$ cat config.mk
export PLATFORM = sky130hd
export DESIGN_NAME = pmcg_top
export DESIGN_NICKNAME = d
export VERILOG_FILES = /design/src/pmcg_pkg.sv /design/src/pmcg_clk_gate.sv /design/src/pmcg_top.sv
export SDC_FILE = /design/constraint.sdc
export NUM_CORES = 1
export LEC_CHECK = 0
export BUFFER_PORTS_ARGS = -buffer_cell sky130_fd_sc_hd__buf_2
export CORE_MARGIN = 2
export CORE_UTILIZATION = 55
export DETAILED_ROUTE_END_ITERATION = 10
export PLACE_DENSITY_LB_ADDON = 0.3
export SLEW_MARGIN = 20
export SYNTH_ARGS = -nofsm -noshare
export SYNTH_HDL_FRONTEND = slang
export SYNTH_HIERARCHICAL = 1
export SYNTH_SLANG_ARGS = --single-unit
$ cat constraint.sdc
create_clock -name SYS_CLK_I -period 4 [get_ports SYS_CLK_I]
set_clock_uncertainty 0.05 [all_clocks]
set_input_delay 0.2 -clock SYS_CLK_I [delete_from_list [all_inputs] [get_ports SYS_CLK_I]]
set_output_delay 0.2 -clock SYS_CLK_I [all_outputs]
set_load 0.01 [all_outputs]
$ cat src/pmcg_pkg.sv
package pmcg_pkg;

    // ---------------------------------------------------------------------
    // register map, word addresses on the plain register port
    // ---------------------------------------------------------------------
    localparam logic [3:0] ADDR_MODE_CTRL  = 4'h0; // power mode control
    localparam logic [3:0] ADDR_SLOW_DIV   = 4'h1; // slow-down divider
    localparam logic [3:0] ADDR_SLEEP_CFG  = 4'h2; // sleep options
    localparam logic [3:0] ADDR_PERI_GATE  = 4'h3; // peripheral clock gates
    localparam logic [3:0] ADDR_STATUS     = 4'h4; // mode state, read only

    // ---------------------------------------------------------------------
    // field positions
    // ---------------------------------------------------------------------
    localparam int MODE_SLOW_BIT      = 0;  // slow-down enable
    localparam int MODE_SLEEP_BIT     = 1;  // sleep request, self clearing
    localparam int MODE_PLL_BIT       = 2;  // pll enable
    localparam int MODE_PORT_OFF_BIT  = 3;  // ports off in full stop
    localparam int SLEEP_ALL_BIT      = 0;  // 1: stop whole clock system
    localparam int SLEEP_WAKE_LSB     = 1;  // wake source enables, 5 bits
    localparam int DIV_W              = 5;  // divider field, value+1

    // ---------------------------------------------------------------------
    // reset values
    // ---------------------------------------------------------------------
    localparam logic [3:0]  RST_MODE_CTRL = 4'h4;   // pll on, running
    localparam logic [4:0]  RST_SLOW_DIV  = 5'h00;  // divide by one
    localparam logic [5:0]  RST_SLEEP_CFG = 6'h3E;  // all wake sources
    localparam int          DEF_NPERI     = 8;

    // ---------------------------------------------------------------------
    // power modes
    // ---------------------------------------------------------------------
    typedef enum logic [2:0] {
        PMCG_RUN   = 3'b000,
        PMCG_SLOW  = 3'b001,
        PMCG_IDLE  = 3'b010,
        PMCG_SLEEP = 3'b011,
        PMCG_DOWN  = 3'b100
    } pmcg_mode_t;

endpackage : pmcg_pkg

$ cat src/pmcg_clk_gate.sv
`timescale 1ns/1ps
// ---------------------------------------------------------------------------
// glitch-free clock gate: enable captured on the falling edge so the gated
// clock only changes on the edges of the source
// ---------------------------------------------------------------------------
module pmcg_clk_gate
(
    input  wire logic clk_i,     // source clock
    input  wire logic rst_n_i,   // async reset, active low
    input  wire logic en_i,      // enable from rising-edge logic
    output wire logic gclk_o     // gated clock
);
    logic en_lat; // enable held through the high phase

    // latch on the low phase so no shortened pulse escapes
    always_ff @(negedge clk_i or negedge rst_n_i)
    begin
        if (!rst_n_i)
            en_lat <= 1'b0;
        else
            en_lat <= en_i; // see [RULE9]
    end

    assign gclk_o = clk_i & en_lat;
endmodule : pmcg_clk_gate

$ cat src/pmcg_top.sv
`timescale 1ns/1ps
// Contract
// [RULE1] slow-down divides cpu clock by 1..32
// [RULE2] idle instruction enters idle mode
// [RULE3] idle keeps peripheral clocks unless gated
// [RULE4] any interrupt or reset leaves idle
// [RULE5] sleep stops most clocks or all
// [RULE6] sleep wakes on selected event sources
// [RULE7] full stop halts all; only reset exits
// [RULE8] per-peripheral clock enables and pll switch
// [RULE9] gating changes only on clock edges
module pmcg_top
#(
    parameter int NPERI = pmcg_pkg::DEF_NPERI  // gated peripherals
)
(
    input  wire logic             SYS_CLK_I,       // 40 MHz source clock
    input  wire logic             RESET_N_I,       // async reset, active low
    input  wire logic             CLK_EN_I,        // freezes state when low
    input  wire logic [3:0]       REG_ADDR_I,      // register address
    input  wire logic [7:0]       REG_WDATA_I,     // write data
    input  wire logic             REG_WR_I,        // write strobe
    input  wire logic             REG_RD_I,        // read strobe
    output wire logic [7:0]       REG_RDATA_O,     // read data, next cycle
    input  wire logic             IDLE_INSTR_I,    // idle instruction pulse
    input  wire logic             STOP_INSTR_I,    // full stop instr pulse
    input  wire logic             IRQ_I,           // any interrupt request
    input  wire logic             EXT_IRQ_I,       // enabled ext interrupt pin
    input  wire logic             NMI_I,           // non-maskable pin
    input  wire logic             RTC_EVT_I,       // rtc event, async mode
    input  wire logic             ETC_REQ_I,       // event transfer request
    input  wire logic             SER_ACT_I,       // serial port activity
    output wire logic             CPU_CLK_O,       // gated cpu clock
    output wire logic             CPU_CLK_EN_O,    // cpu advance enable
    output wire logic [NPERI-1:0] PERI_CLK_O,      // peripheral clocks
    output wire logic             RTC_CLK_O,       // rtc clock
    output wire logic             PLL_EN_O,        // pll on
    output wire logic             PORT_EN_O,       // port drivers on
    output wire logic [2:0]       MODE_O           // current power mode
);
    // -----------------------------------------------------------------------
    // elaboration checks
    // -----------------------------------------------------------------------
    if (NPERI < 1 || NPERI > 8)
    begin : g_bad_nperi
        $error("NPERI must be 1 to 8");
    end

    // -----------------------------------------------------------------------
    // state
    // -----------------------------------------------------------------------
    typedef struct packed {
        pmcg_pkg::pmcg_mode_t mode;     // current power mode
        logic                 slow_en;  // slow-down selected
        logic                 pll_en;   // pll on
        logic                 port_off; // ports off in full stop
        logic [4:0]           div;      // divider value minus one
        logic [5:0]           sleep_cfg;// all-stop bit and wake enables
        logic [7:0]           gates;    // peripheral clock enables
        logic [4:0]           div_cnt;  // divider phase counter
        logic                 cpu_en;   // cpu clock enable
        logic                 rtc_en;   // rtc clock enable
        logic [7:0]           peri_en;  // peripheral clock enables
        logic [4:0]           sync1;    // first synchroniser stage
        logic [4:0]           sync2;    // second synchroniser stage
        logic [7:0]           rdata;    // read data register
    } pmcg_state_t;

    pmcg_state_t st;      // registered state
    pmcg_state_t next_st; // next value

    // wake pin order: ext, nmi, rtc, etc, serial
    logic [4:0] wake_pins;
    assign wake_pins = {SER_ACT_I, ETC_REQ_I, RTC_EVT_I, NMI_I, EXT_IRQ_I};

    // -----------------------------------------------------------------------
    // next-state logic
    // -----------------------------------------------------------------------
    always_comb
    begin
        logic wake_sleep;   // an enabled sleep wake source fired
        logic [7:0] rd;     // read mux
        next_st    = st;
        wake_sleep = 1'b0;
        rd         = 8'h00;

        // wake pins from outside pass two flops before use
        next_st.sync1 = wake_pins;
        next_st.sync2 = st.sync1;
        wake_sleep = |(st.sync2 &
            st.sleep_cfg[pmcg_pkg::SLEEP_WAKE_LSB +: 5]); // see [RULE6]

        // register writes
        if (REG_WR_I)
        begin
            unique case (REG_ADDR_I)
                pmcg_pkg::ADDR_MODE_CTRL:
                begin
                    next_st.slow_en  = REG_WDATA_I[pmcg_pkg::MODE_SLOW_BIT];
                    next_st.pll_en   = REG_WDATA_I[pmcg_pkg::MODE_PLL_BIT];
                    next_st.port_off =
                        REG_WDATA_I[pmcg_pkg::MODE_PORT_OFF_BIT];
                    // sleep request enters from run or slow only
                    if (REG_WDATA_I[pmcg_pkg::MODE_SLEEP_BIT] &&
                        (st.mode == pmcg_pkg::PMCG_RUN ||
                         st.mode == pmcg_pkg::PMCG_SLOW))
                        next_st.mode = pmcg_pkg::PMCG_SLEEP; // see [RULE5]
                end
                pmcg_pkg::ADDR_SLOW_DIV:
                    next_st.div = REG_WDATA_I[pmcg_pkg::DIV_W-1:0];
                pmcg_pkg::ADDR_SLEEP_CFG:
                    next_st.sleep_cfg = REG_WDATA_I[5:0];
                pmcg_pkg::ADDR_PERI_GATE:
                    next_st.gates = REG_WDATA_I; // see [RULE8]
                default:
                    ; // unmapped and read-only addresses ignore writes
            endcase
        end

        // mode sequencing; a write that set sleep may be overridden below
        unique case (st.mode)
            pmcg_pkg::PMCG_RUN,
            pmcg_pkg::PMCG_SLOW:
            begin
                if (STOP_INSTR_I)
                    next_st.mode = pmcg_pkg::PMCG_DOWN; // see [RULE7]
                else if (IDLE_INSTR_I)
                    next_st.mode = pmcg_pkg::PMCG_IDLE; // see [RULE2]
                else if (next_st.mode != pmcg_pkg::PMCG_SLEEP)
                    next_st.mode = next_st.slow_en ? pmcg_pkg::PMCG_SLOW
                                                   : pmcg_pkg::PMCG_RUN;
            end
            pmcg_pkg::PMCG_IDLE:
                if (IRQ_I || wake_sleep) // see [RULE4]
                    next_st.mode = st.slow_en ? pmcg_pkg::PMCG_SLOW
                                              : pmcg_pkg::PMCG_RUN;
            pmcg_pkg::PMCG_SLEEP:
                if (wake_sleep) // see [RULE6]
                    next_st.mode = st.slow_en ? pmcg_pkg::PMCG_SLOW
                                              : pmcg_pkg::PMCG_RUN;
            pmcg_pkg::PMCG_DOWN:
                next_st.mode = pmcg_pkg::PMCG_DOWN; // see [RULE7]
            default:
                next_st.mode = pmcg_pkg::PMCG_RUN;
        endcase

        // divider: cpu enable is high one cycle in div+1 in slow mode
        if (st.div_cnt >= st.div)
            next_st.div_cnt = 5'h00;
        else
            next_st.div_cnt = st.div_cnt + 5'h01;

        // enables computed for the next mode so the gate sees them early
        unique case (next_st.mode)
            pmcg_pkg::PMCG_RUN:
            begin
                next_st.cpu_en  = 1'b1;
                next_st.peri_en = next_st.gates;
                next_st.rtc_en  = 1'b1;
            end
            pmcg_pkg::PMCG_SLOW:
            begin
                next_st.cpu_en  = (next_st.div_cnt == 5'h00); // see [RULE1]
                next_st.peri_en = next_st.gates;
                next_st.rtc_en  = 1'b1;
            end
            pmcg_pkg::PMCG_IDLE:
            begin
                next_st.cpu_en  = 1'b0;
                next_st.peri_en = next_st.gates; // see [RULE3]
                next_st.rtc_en  = 1'b1;
            end
            pmcg_pkg::PMCG_SLEEP:
            begin
                next_st.cpu_en  = 1'b0;
                next_st.peri_en = 8'h00;
                // rtc keeps running unless the whole system stops
                next_st.rtc_en  =
                    !next_st.sleep_cfg[pmcg_pkg::SLEEP_ALL_BIT]; // see [RULE5]
            end
            default:
            begin
                next_st.cpu_en  = 1'b0;
                next_st.peri_en = 8'h00;
                next_st.rtc_en  = 1'b0;
            end
        endcase

        // read mux, data shown the cycle after the strobe
        unique case (REG_ADDR_I)
            pmcg_pkg::ADDR_MODE_CTRL:
                rd = {4'h0, st.port_off, st.pll_en, 1'b0, st.slow_en};
            pmcg_pkg::ADDR_SLOW_DIV:  rd = {3'h0, st.div};
            pmcg_pkg::ADDR_SLEEP_CFG: rd = {2'h0, st.sleep_cfg};
            pmcg_pkg::ADDR_PERI_GATE: rd = st.gates;
            pmcg_pkg::ADDR_STATUS:    rd = {5'h00, st.mode};
            default:                  rd = 8'h00;
        endcase
        next_st.rdata = REG_RD_I ? rd : 8'h00;
    end

    // -----------------------------------------------------------------------
    // state register
    // -----------------------------------------------------------------------
    always_ff @(posedge SYS_CLK_I or negedge RESET_N_I)
    begin
        if (!RESET_N_I)
        begin
            st           <= '0;
            st.mode      <= pmcg_pkg::PMCG_RUN;
            st.slow_en   <= pmcg_pkg::RST_MODE_CTRL[pmcg_pkg::MODE_SLOW_BIT];
            st.pll_en    <= pmcg_pkg::RST_MODE_CTRL[pmcg_pkg::MODE_PLL_BIT];
            st.div       <= pmcg_pkg::RST_SLOW_DIV;
            st.sleep_cfg <= pmcg_pkg::RST_SLEEP_CFG;
            st.cpu_en    <= 1'b1;
            st.rtc_en    <= 1'b1;
        end
        else if (CLK_EN_I)
            st <= next_st;
    end

    // -----------------------------------------------------------------------
    // clock gates, one per clock; each has its own low-phase enable latch
    // -----------------------------------------------------------------------
    pmcg_clk_gate u_cpu_gate
    (
        .clk_i   (SYS_CLK_I),
        .rst_n_i (RESET_N_I),
        .en_i    (st.cpu_en & CLK_EN_I),
        .gclk_o  (CPU_CLK_O)
    ); // see [RULE9]

    pmcg_clk_gate u_rtc_gate
    (
        .clk_i   (SYS_CLK_I),
        .rst_n_i (RESET_N_I),
        .en_i    (st.rtc_en),
        .gclk_o  (RTC_CLK_O)
    );

    for (genvar g = 0; g < NPERI; g++)
    begin : g_peri
        pmcg_clk_gate u_gate
        (
            .clk_i   (SYS_CLK_I),
            .rst_n_i (RESET_N_I),
            .en_i    (st.peri_en[g]),
            .gclk_o  (PERI_CLK_O[g])
        ); // see [RULE8]
    end

    assign CPU_CLK_EN_O = st.cpu_en & CLK_EN_I;
    assign PLL_EN_O     = st.pll_en;
    assign PORT_EN_O    = !(st.mode == pmcg_pkg::PMCG_DOWN && st.port_off);
    assign MODE_O       = st.mode;
    assign REG_RDATA_O  = st.rdata;

    // -----------------------------------------------------------------------
    // assertions
    // -----------------------------------------------------------------------
    property p_down_sticky;
        @(posedge SYS_CLK_I) disable iff (!RESET_N_I)
        st.mode == pmcg_pkg::PMCG_DOWN |=> st.mode == pmcg_pkg::PMCG_DOWN;
    endproperty
    a_down_sticky: assert property (p_down_sticky) // see [RULE7]
        else $error("left full stop without reset");

    property p_down_clocks;
        @(posedge SYS_CLK_I) disable iff (!RESET_N_I)
        st.mode == pmcg_pkg::PMCG_DOWN |-> !st.cpu_en && st.peri_en == 8'h00;
    endproperty
    a_down_clocks: assert property (p_down_clocks) // see [RULE7]
        else $error("clock running in full stop");

    property p_idle_entry;
        @(posedge SYS_CLK_I) disable iff (!RESET_N_I)
        CLK_EN_I && IDLE_INSTR_I && !STOP_INSTR_I &&
        st.mode == pmcg_pkg::PMCG_RUN |=> st.mode == pmcg_pkg::PMCG_IDLE;
    endproperty
    a_idle_entry: assert property (p_idle_entry) // see [RULE2]
        else $error("idle instruction ignored");

    property p_idle_gates;
        @(posedge SYS_CLK_I) disable iff (!RESET_N_I)
        st.mode == pmcg_pkg::PMCG_IDLE |->
            st.peri_en == st.gates && !st.cpu_en;
    endproperty
    a_idle_gates: assert property (p_idle_gates) // see [RULE3]
        else $error("idle peripheral clocks wrong");

    property p_idle_exit;
        @(posedge SYS_CLK_I) disable iff (!RESET_N_I)
        CLK_EN_I && IRQ_I && st.mode == pmcg_pkg::PMCG_IDLE
        |=> st.mode != pmcg_pkg::PMCG_IDLE;
    endproperty
    a_idle_exit: assert property (p_idle_exit) // see [RULE4]
        else $error("interrupt did not end idle");

    property p_sleep_rtc;
        @(posedge SYS_CLK_I) disable iff (!RESET_N_I)
        st.mode == pmcg_pkg::PMCG_SLEEP |->
            st.rtc_en == !st.sleep_cfg[pmcg_pkg::SLEEP_ALL_BIT] && !st.cpu_en;
    endproperty
    a_sleep_rtc: assert property (p_sleep_rtc) // see [RULE5]
        else $error("sleep clock selection wrong");

    property p_sleep_wake;
        @(posedge SYS_CLK_I) disable iff (!RESET_N_I)
        CLK_EN_I && st.mode == pmcg_pkg::PMCG_SLEEP &&
        |(st.sync2 & st.sleep_cfg[5:1]) |=> st.mode != pmcg_pkg::PMCG_SLEEP;
    endproperty
    a_sleep_wake: assert property (p_sleep_wake) // see [RULE6]
        else $error("enabled wake source ignored");

    property p_slow_rate;
        @(posedge SYS_CLK_I) disable iff (!RESET_N_I)
        // a write in this cycle may end slow-down and raise the enable
        CLK_EN_I && !REG_WR_I && st.mode == pmcg_pkg::PMCG_SLOW && st.cpu_en &&
        st.div == 5'h01 && $stable(st.div) |=> !st.cpu_en;
    endproperty
    a_slow_rate: assert property (p_slow_rate) // see [RULE1]
        else $error("slow divider pulse too often");

    property p_gate_write;
        @(posedge SYS_CLK_I) disable iff (!RESET_N_I)
        CLK_EN_I && REG_WR_I && REG_ADDR_I == pmcg_pkg::ADDR_PERI_GATE
        |=> st.gates == $past(REG_WDATA_I);
    endproperty
    a_gate_write: assert property (p_gate_write) // see [RULE8]
        else $error("peripheral gate write lost");
endmodule : pmcg_top

==> results of run 1 <==
-- kinds of logic after synthesis --
group / share of synthesized area [%]
AND/OR/NAND/NOR: 11.9
flip-flops: 51.9
buffers and inverters: 5.76
multiplexers: 15.6
AO/OA/AOI/OAI: 12.6
adder cells (fa/ha/maj): 2.28
-- cells in the final DEF (no fill, tap or decap), types with 3 or more instances in the layout --
master / n
and2_1: 13
clkbuf_8: 15
o2bb2ai_1: 10
nand3_1: 4
mux2i_1: 12
mux2_2: 31
nor3_1: 3
o32ai_1: 8
dlygate4sd3_1: 10
buf_2: 48
dfstp_2: 8
dfrtn_1: 10
nor2_1: 11
a31oi_1: 5
nand2_1: 19
dfrtp_1: 50
a21oi_1: 10
buf_4: 4
nand3b_1: 4
nor2b_1: 4
inv_1: 15
ha_1: 6
o21ai_0: 11
clkbuf_1: 3
-- layout make-up --
class,instances,area [um^2],area share (%)
clock inverters,2,10.0,0.259
clock buffers,28,268,6.93
multi-input cells,180,1400,36.2
well taps,75,93.8,2.43
repair buffers,52,320,8.30
inverters,16,60.1,1.56
flip-flops and latches,68,1710,44.3
-- state kept, by name, indices dropped and copies added (netlist names) --
register	count
u_cpu_gate/en_lat	1
next_st	5
u_rtc_gate/en_lat	1
PLL_EN_O	1
st	41
REG_RDATA_O	8
g_peri.u_gate/en_lat	8
MODE_O	3
-- power by group --
group / switching (uW) / internal (uW) / total [uW]
Clock: 331 / 384 / 715
Sequential: 118 / 844 / 962
Combinational: 226 / 213 / 439
Total: 675 / 1440 / 2120
-- metal layers --
layer,vias to the layer above,global-route usage (%),part of all wire [%]
met5,-,0,0
met4,0,15.3,3.2
met3,23,7.47,7.3
met2,104,32.9,45
met1,1196,31.2,45
li1,1131,-,-
-- final timing paths --
kind	slack (ps)	endpoint	start
hold reg to reg	430	REG_RDATA_O[0]	REG_RDATA_O[0]
setup reg to reg	1290	u_cpu_gate/en_lat	st[27]
setup / recovery	660	PERI_CLK_O[0]	g_peri[0].u_gate/en_lat
hold / removal	6	st[50]	REG_WDATA_I[3]
min in group asynchronous	260	st[8]	RESET_N_I
max in group asynchronous	1290	u_rtc_gate/en_lat	RESET_N_I
-- per-stage QoR --
step / utilization [%] / instances / cell area [um^2]
2_1_floorplan: - / 285 / 3300
6_report: 66.0 / 421 / 3860
3_3_place_gp: 60.4 / 391 / 3530
3_5_place_dp: 60.4 / 391 / 3530
5_1_grt: 66.0 / 421 / 3860
4_1_cts: 66.0 / 421 / 3860
-- repair_timing --
item / 4_1_cts / 5_1_grt
setup buffers: 0 / 0
endpoints found under the hold margin: 27 / 0
hold buffers: 10 / 0
==> flow_metrics.py, run 1 <==
metrics = {
    "route": {
        "via_per_inst": 5.83,
        "postRouteAntennaNets": 0,
        "routed_wl_um": 7010,
        "routedWlPerCell_um": 16.6,
        "drc": 0,
        "drt_first_pass_iters": 4,
        "num_vias": 2454,
        "dr.first_iter.drc_count": 221,
    },
    "hold_path": {
        "min_path_type": "primary input to flop",
        "min_path_cells": 3,
    },
    "global_routing": {
        "antenna_found_initial": 0,
        "grt_pass1_vias": 2306,
        "grt.total_usage_pct": 23.5,
        "grt_pass1_wl_um": 11200,
        "grt-ovfl-total": 0,
        "grt_max_degree": 37,
    },
    "cells_and_area": {
        "fill_cells": 454,
        "nets": 372,
        "area_delta_synth_final_pct": 17.0,
        "n_antenna_cell": 0,
        "drive_gt1_share_pct": 32.9,
    },
    "die": {
        "io_pins": 49,
        "die_w_um": 81.5,
        "die_h_um": 81.5,
        "core-area_um2": 5850,
        "dieArea_um2": 6630,
        "initial_utilization_pct": 56.4,
        "num_rows": 28,
    },
    "sta": {
        "setup_viol": 0,
        "final_max_slew_viol_count": 0,
        "relSlewSlack_pct": 50.1,
        "timing.final.hold_violations": 0,
        "timing.hold.ws_ps": 5.80,
        "worst_slew_pin_slew_ps": 744,
        "tns_ps": 0,
        "rsz0062_at_grt": "false",
        "fin_ws_ps": 664,
    },
    "placed_design": {
        "io_buffers": 48,
        "dp_hpwl_um": 4840,
        "dp_slack_ps": 946,
        "gp_congestion": 0.869,
    },
    "logic_synthesis": {
        "synth_ff_type": "dfrtp_1",
        "synth_edf_count": 0,
        "syn_inst": 285,
        "synth-seq-cells": 68,
        "synthTopCellsByCount": "50 x dfrtp_1, 31 x mux2_2, 19 x nand2_1",
        "yosysUniqueCellTypes": 45,
        "avgSynthCellArea_um2": 11.6,
        "synth_nets": 316,
        "synth_top_area_cell": "dfrtp_1",
        "yosysMostFrequentCell": "dfrtp_1",
        "synthArstFlopShare_pct": 100,
        "ys_warn_count": 6,
        "synth_top_area_share_pct": 37.9,
        "synthesis.area_um2": 3300,
        "synthTopCellsByArea": "dfrtp_1 38%, mux2_2 11%, dfrtn_1 7.6%, dfstp_2 6.4%, mux2i_1 3.6%",
        "yosysSeqAreaShare_pct": 51.9,
    },
    "clocking": {
        "clk_pin_slew_ps": 70,
        "insertion_delay_ps": 450,
        "cts_resized": 0,
        "tritoncts": "done",
    },
    "setup_path": {
        "cp_top_family": "flip-flops",
        "cp_num_cells": 2,
        "critical_path.endpoint_type": "output pin",
        "cp_cell_sequence": "and2_1 -> buf_2",
        "crit_fanout": 1,
        "worstPathArrival_ps": 3090,
        "cp-start-kind": "flop",
        "cp.required_ps": 3750,
        "slowest_stage": "dfrtn_1",
        "r2r_cells": 1,
        "crit_type": "flop to output pin",
        "slowest_delay_ps": 390,
        "path_buf_inv": 1,
    },
    "pwr": {
        "vdd_drop_max_mv": 0.345,
        "p_total_uw": 2120,
        "leakagePower_uw": 0.00183,
        "powerDensity_nw_per_um2": 548,
    },
    "flow_run": {
        "drv_cap": 0,
    },
    "outcome": {
        "status": "complete, no violations",
    },
}
(Power assumes the default switching activity.)
==> run 2: changes to the inputs <==
--- a/config.mk
+++ b/config.mk
@@ -7,7 +7,7 @@
 export LEC_CHECK = 0
 export BUFFER_PORTS_ARGS = -buffer_cell sky130_fd_sc_hd__buf_2
 export CORE_MARGIN = 2
-export CORE_UTILIZATION = 55
+export CORE_UTILIZATION = 51
 export DETAILED_ROUTE_END_ITERATION = 10
 export PLACE_DENSITY_LB_ADDON = 0.3
 export SLEW_MARGIN = 20
==> constraint.sdc (replaced) <==
create_clock -name SYS_CLK_I -period 3 [get_ports SYS_CLK_I]
set_clock_uncertainty 0.05 [all_clocks]
set_input_delay 0.15 -clock SYS_CLK_I [delete_from_list [all_inputs] [get_ports SYS_CLK_I]]
set_output_delay 0.15 -clock SYS_CLK_I [all_outputs]
set_load 0.01 [all_outputs]
==> run 2 against run 1 <==
  * Final cell count grew 2.1%
  * Critical path depth is the same
  * Via count shrank 2.1%
  * Clock power grew 47%
  * Die area grew 7.5%
  * Clock-buffer cell count shrank 2
  * Combinational power grew 36%
  * Critical endpoint is now PERI_CLK_O[7]
==> flow_metrics.py, run 2 (synthesis gave the netlist of run 1 again) <==
metrics = {
    "outcome": {
        "status": "complete, no violations",
    },
    "sta": {
        "relSlewSlack_pct": 43.7,
        "final_max_slew_viol_count": 0,
        "fin_ws_ps": 224,
        "setup_viol": 0,
        "timing.final.hold_violations": 0,
        "timing.hold.ws_ps": 12.4,
        "rsz0062_at_grt": "false",
        "tns_ps": 0,
        "worst_slew_pin_slew_ps": 839,
    },
    "setup_path": {
        "cp_top_family": "flip-flops",
        "worstPathArrival_ps": 2580,
        "cp.required_ps": 2800,
        "critical_path.endpoint_type": "output pin",
        "crit_type": "flop to output pin",
        "slowest_delay_ps": 400,
        "path_buf_inv": 1,
        "slowest_stage": "dfrtn_1",
        "cp-start-kind": "flop",
        "r2r_cells": 1,
        "cp_num_cells": 2,
        "crit_fanout": 1,
        "cp_cell_sequence": "and2_1 -> buf_2",
        "r2r-start": "st[27]",
        "r2r_end": "u_cpu_gate/en_lat",
        "rrSetupSlack_ps": 800,
    },
    "global_routing": {
        "grt_pass1_vias": 2427,
        "grt.total_usage_pct": 22.1,
        "grt_pass1_wl_um": 12000,
        "grt-ovfl-total": 0,
        "antenna_found_initial": 0,
        "grt_max_degree": 36,
    },
    "hold_path": {
        "min_path_cells": 3,
        "min_path_type": "primary input to flop",
        "hp-start": "STOP_INSTR_I",
        "holdPathEnd": "MODE_O[2]",
    },
    "route": {
        "dr.first_iter.drc_count": 137,
        "topRoutingLayerUsed": "met4",
        "drc": 0,
        "met3_length_um": 539,
        "num_vias": 2402,
        "postRouteAntennaNets": 0,
        "routedWlPerCell_um": 17.0,
        "wl_met2_um": 3430,
        "wl_met1_um": 3220,
        "via_per_inst": 5.59,
        "drt_first_pass_iters": 4,
        "routed_wl_um": 7310,
    },
    "pwr": {
        "power_frac_comb_pct": 20.3,
        "p_seq_share_pct": 43.9,
        "p_sw_uw": 922,
        "clockPowerShare_pct": 35.9,
        "p_int_uw": 2010,
        "powerDensity_nw_per_um2": 743,
        "leakagePower_uw": 0.00187,
        "vdd_drop_max_mv": 0.526,
        "sw_frac_of_total_pct": 31.4,
    },
    "cells_and_area": {
        "stdcell_area_um2": 3950,
        "drive_gt1_share_pct": 33.4,
        "area_delta_synth_final_pct": 19.8,
        "mostFrequentLayoutCells": "50 x dfrtp_1, 48 x buf_2, 31 x mux2_2",
        "top_register": "st",
        "largest_reg_flops": 41,
        "n_antenna_cell": 0,
        "nets": 378,
        "final_common_cell": "dfrtp_1",
        "fin_cells": 430,
    },
    "placed_design": {
        "dp_hpwl_um": 4940,
        "io_buffers": 48,
        "place_area_um2": 3550,
        "dp_cells": 395,
        "dp_slack_ps": 700,
        "gp_congestion": 0.825,
    },
    "clocking": {
        "clk_pin_slew_ps": 70,
        "cts_resized": 0,
        "cts_setup_buffers": 0,
        "tritoncts": "done",
        "insertion_delay_ps": 450,
    },
    "flow_run": {
        "drv_cap": 0,
    },
    "die": {
        "num_rows": 29,
        "die_h_um": 84.4,
        "io_pins": 49,
        "initial_utilization_pct": 52.3,
        "die_w_um": 84.4,
        "dieArea_um2": 7130,
        "core-area_um2": 6310,
    },
}
-- run 2: repair_timing --
action,CTS,global route
hold buffers,14,0
hold endpoints to repair,40,0
endpoints found under the setup margin,0,0
-- run 2: cell type report --
cell class	instances	area (um^2)
Inverter	16	60.1
Sequential cell	68	1710
Tap cell	77	96.3
Clock buffer	26	260
Timing Repair Buffer	58	375
Clock inverter	5	51.3
Multi-Input combinational cell	180	1400
Fill cell	510	2360
-- run 2: through the flow --
step	utilization, %	total power, uW
final	62.6	2940
after global routing	62.6	3130
after CTS	62.6	2970
after detailed placement	56.2	1970
after global placement	56.2	1940
after floorplan	-	1750
-- run 2: how the worst max path moves through the flow --
stage                                        from                end  slack (ps)
after floorplan                          CLK_EN_I  u_cpu_gate/en_lat         550
after global placement          u_cpu_gate/en_lat          CPU_CLK_O         730
after detailed placement  g_peri[7].u_gate/en_lat      PERI_CLK_O[7]         700
after CTS                 g_peri[7].u_gate/en_lat      PERI_CLK_O[7]         200
after global routing      g_peri[7].u_gate/en_lat      PERI_CLK_O[7]         180
final                     g_peri[7].u_gate/en_lat      PERI_CLK_O[7]         220
-- run 2: layer usage --
layer	global-route usage, %	up-vias
li1	-	1147
met1	28.2	1155
met2	33.5	90
met3	7.57	10
met4	11.7	0
met5	0	-
-- run 2: power groups by stage --
stage	Combinational (uW)	Sequential [uW]	Clock, uW
after floorplan	450	1240	59.0
after global placement	556	1290	94.3
after detailed placement	580	1300	94.3
after CTS	599	1290	1090
after global routing	678	1310	1140
final	596	1290	1050
-- run 2: tightest hold or removal path, cell delays in order --
cell,delay (ps)
buf_2,100
a31oi_1,80
o22ai_1,130
==> run 3: changes to the inputs <==
--- a/config.mk
+++ b/config.mk
@@ -7,7 +7,7 @@
 export LEC_CHECK = 0
 export BUFFER_PORTS_ARGS = -buffer_cell sky130_fd_sc_hd__buf_2
 export CORE_MARGIN = 2
-export CORE_UTILIZATION = 51
+export CORE_UTILIZATION = 55
 export DETAILED_ROUTE_END_ITERATION = 10
 export PLACE_DENSITY_LB_ADDON = 0.3
 export SLEW_MARGIN = 20
==> constraint.sdc (replaced) <==
create_clock -name SYS_CLK_I -period 2.65 [get_ports SYS_CLK_I]
set_clock_uncertainty 0.05 [all_clocks]
set_input_delay 0.1325 -clock SYS_CLK_I [delete_from_list [all_inputs] [get_ports SYS_CLK_I]]
set_output_delay 0.1325 -clock SYS_CLK_I [all_outputs]
set_load 0.01 [all_outputs]
==> run 3 against run 2 <==
  * Highest routed layer unchanged
  * Via count rose by 4.6%
  * First-iteration DRC count rose by 28%
  * Core utilization rose by 5.8 points
  * Final cell count rose by 0.47%
  * Clock-buffer cell count fell by 1
  * Register-to-register slack got worse by 180 ps
  * Clock power rose by 14%
  * Design area rose by 1.2%
  * Flip-flop and latch count did not move
  * Die area fell by 6.9%
  * Critical path type unchanged
==> flow_metrics.py, run 3 (synthesis gave the netlist of run 1 again) <==
metrics = {
    "route": {
        "drc": 0,
        "dr.first_iter.drc_count": 176,
        "drt_first_pass_iters": 4,
        "via_per_inst": 5.82,
        "routed_wl_um": 7380,
        "num_vias": 2513,
        "postRouteAntennaNets": 0,
        "routedWlPerCell_um": 17.1,
    },
    "cells_and_area": {
        "final_common_cell": "dfrtp_1",
        "multiInputGateArea_um2": 1400,
        "n_antenna_cell": 0,
        "fill_cells": 447,
        "nets": 383,
        "final_core_util_pct": 68.4,
        "ff_latch_area_um2": 1710,
        "drive_gt1_share_pct": 33.9,
        "mostFrequentLayoutCells": "50 x dfrtp_1, 48 x buf_2, 31 x mux2_2",
        "top_register": "st",
        "largest_reg_flops": 41,
        "fin_cells": 432,
        "area_delta_synth_final_pct": 21.2,
    },
    "setup_path": {
        "rrSetupSlack_ps": 620,
        "crit_fanout": 1,
        "cp.required_ps": 2470,
        "setup.worst_path.end": "PERI_CLK_O[0]",
        "crit_type": "flop to output pin",
        "cp_num_cells": 2,
        "cp_top_family": "flip-flops",
        "r2r_end": "u_cpu_gate/en_lat",
        "slowest_stage": "dfrtn_1",
        "cp-start-kind": "flop",
        "cp_cell_sequence": "and2_1 -> buf_2",
        "critical_path.endpoint_type": "output pin",
        "r2r_cells": 1,
        "worstPathArrival_ps": 2400,
        "r2r-start": "st[27]",
        "slowest_delay_ps": 380,
        "critPathLaunch": "g_peri[0].u_gate/en_lat",
        "path_buf_inv": 1,
    },
    "sta": {
        "setup_viol": 0,
        "timing.final.hold_violations": 0,
        "worst_slew_pin_slew_ps": 634,
        "timing.hold.ws_ps": 30.3,
        "rsz0062_at_grt": "false",
        "relSlewSlack_pct": 57.7,
        "final_max_slew_viol_count": 0,
        "tns_ps": 0,
    },
    "die": {
        "initial_utilization_pct": 56.4,
        "io_pins": 49,
        "die_h_um": 81.5,
        "core-area_um2": 5850,
        "dieArea_um2": 6630,
        "die_w_um": 81.5,
        "num_rows": 28,
    },
    "pwr": {
        "leakagePower_uw": 0.00190,
        "p_total_uw": 3350,
        "vdd_drop_max_mv": 0.584,
        "powerDensity_nw_per_um2": 837,
    },
    "outcome": {
        "status": "complete, no violations",
    },
    "placed_design": {
        "dp_hpwl_um": 4930,
        "io_buffers": 48,
        "gp_congestion": 0.873,
        "dp_cells": 395,
    },
    "flow_run": {
        "drv_cap": 0,
    },
    "global_routing": {
        "grt_pass1_vias": 2524,
        "grt_max_degree": 36,
        "antenna_found_initial": 0,
        "grt.total_usage_pct": 25.3,
        "grt_pass1_wl_um": 12200,
        "grt-ovfl-total": 0,
    },
    "clocking": {
        "insertion_delay_ps": 460,
        "tritoncts": "done",
        "clk_pin_slew_ps": 70,
    },
    "hold_path": {
        "min_path_type": "primary input to flop",
    },
}
run 3: final cells by class:
class                           count  share of cell area, %
Clock buffer                       25                   6.41
Timing Repair Buffer               63                   10.5
Tap cell                           75                   2.35
Sequential cell                    68                   42.8
Clock inverter                      5                   1.50
Inverter                           16                   1.50
Multi-Input combinational cell    180                   34.9
run 3: worst min path at each step:
| stage | cells past startpoint | endpoint | slack, ps | start |
|---|---|---|---|---|
| floorplan | 0 | MODE_O[0] | -210 | RESET_N_I |
| global placement | 1 | next_st[9] | 130 | RESET_N_I |
| detailed placement | 1 | next_st[12] | 130 | RESET_N_I |
| CTS | 3 | REG_RDATA_O[6] | 10 | REG_ADDR_I[3] |
| global route | 3 | REG_RDATA_O[6] | 40 | REG_ADDR_I[3] |
| finish | 3 | REG_RDATA_O[6] | 30 | REG_ADDR_I[3] |
run 3: where the power goes:
part           leakage (uW)  total, uW  internal, uW  switching (uW)
clock network      0.000215       1200           678             523
registers          0.000846       1460          1270             187
logic              0.000835        687           337             350
run 3: timing repair:
action                                 in CTS  in global routing
resized for setup                           0                  0
buffers inserted                            0                  0
endpoints found under the hold margin      46                  0
hold buffers                               17                  0
run 3: metrics by stage:
stage	cell area (um^2)	setup WS, ps
2_1_floorplan	3300	390
3_3_place_gp	3560	571
3_5_place_dp	3560	566
4_1_cts	4000	39.1
5_1_grt	4000	8.26
6_report	4000	65.0
run 3: layer usage:
| metal | GRT usage, % | vias up | part of all wire [%] |
|---|---|---|---|
| met5 | 0 | - | 0 |
| met4 | 13.1 | 0 | 1.9 |
| met3 | 10.5 | 14 | 7.0 |
| met2 | 36.7 | 101 | 47 |
| met1 | 32.4 | 1244 | 44 |
| li1 | - | 1154 | - |
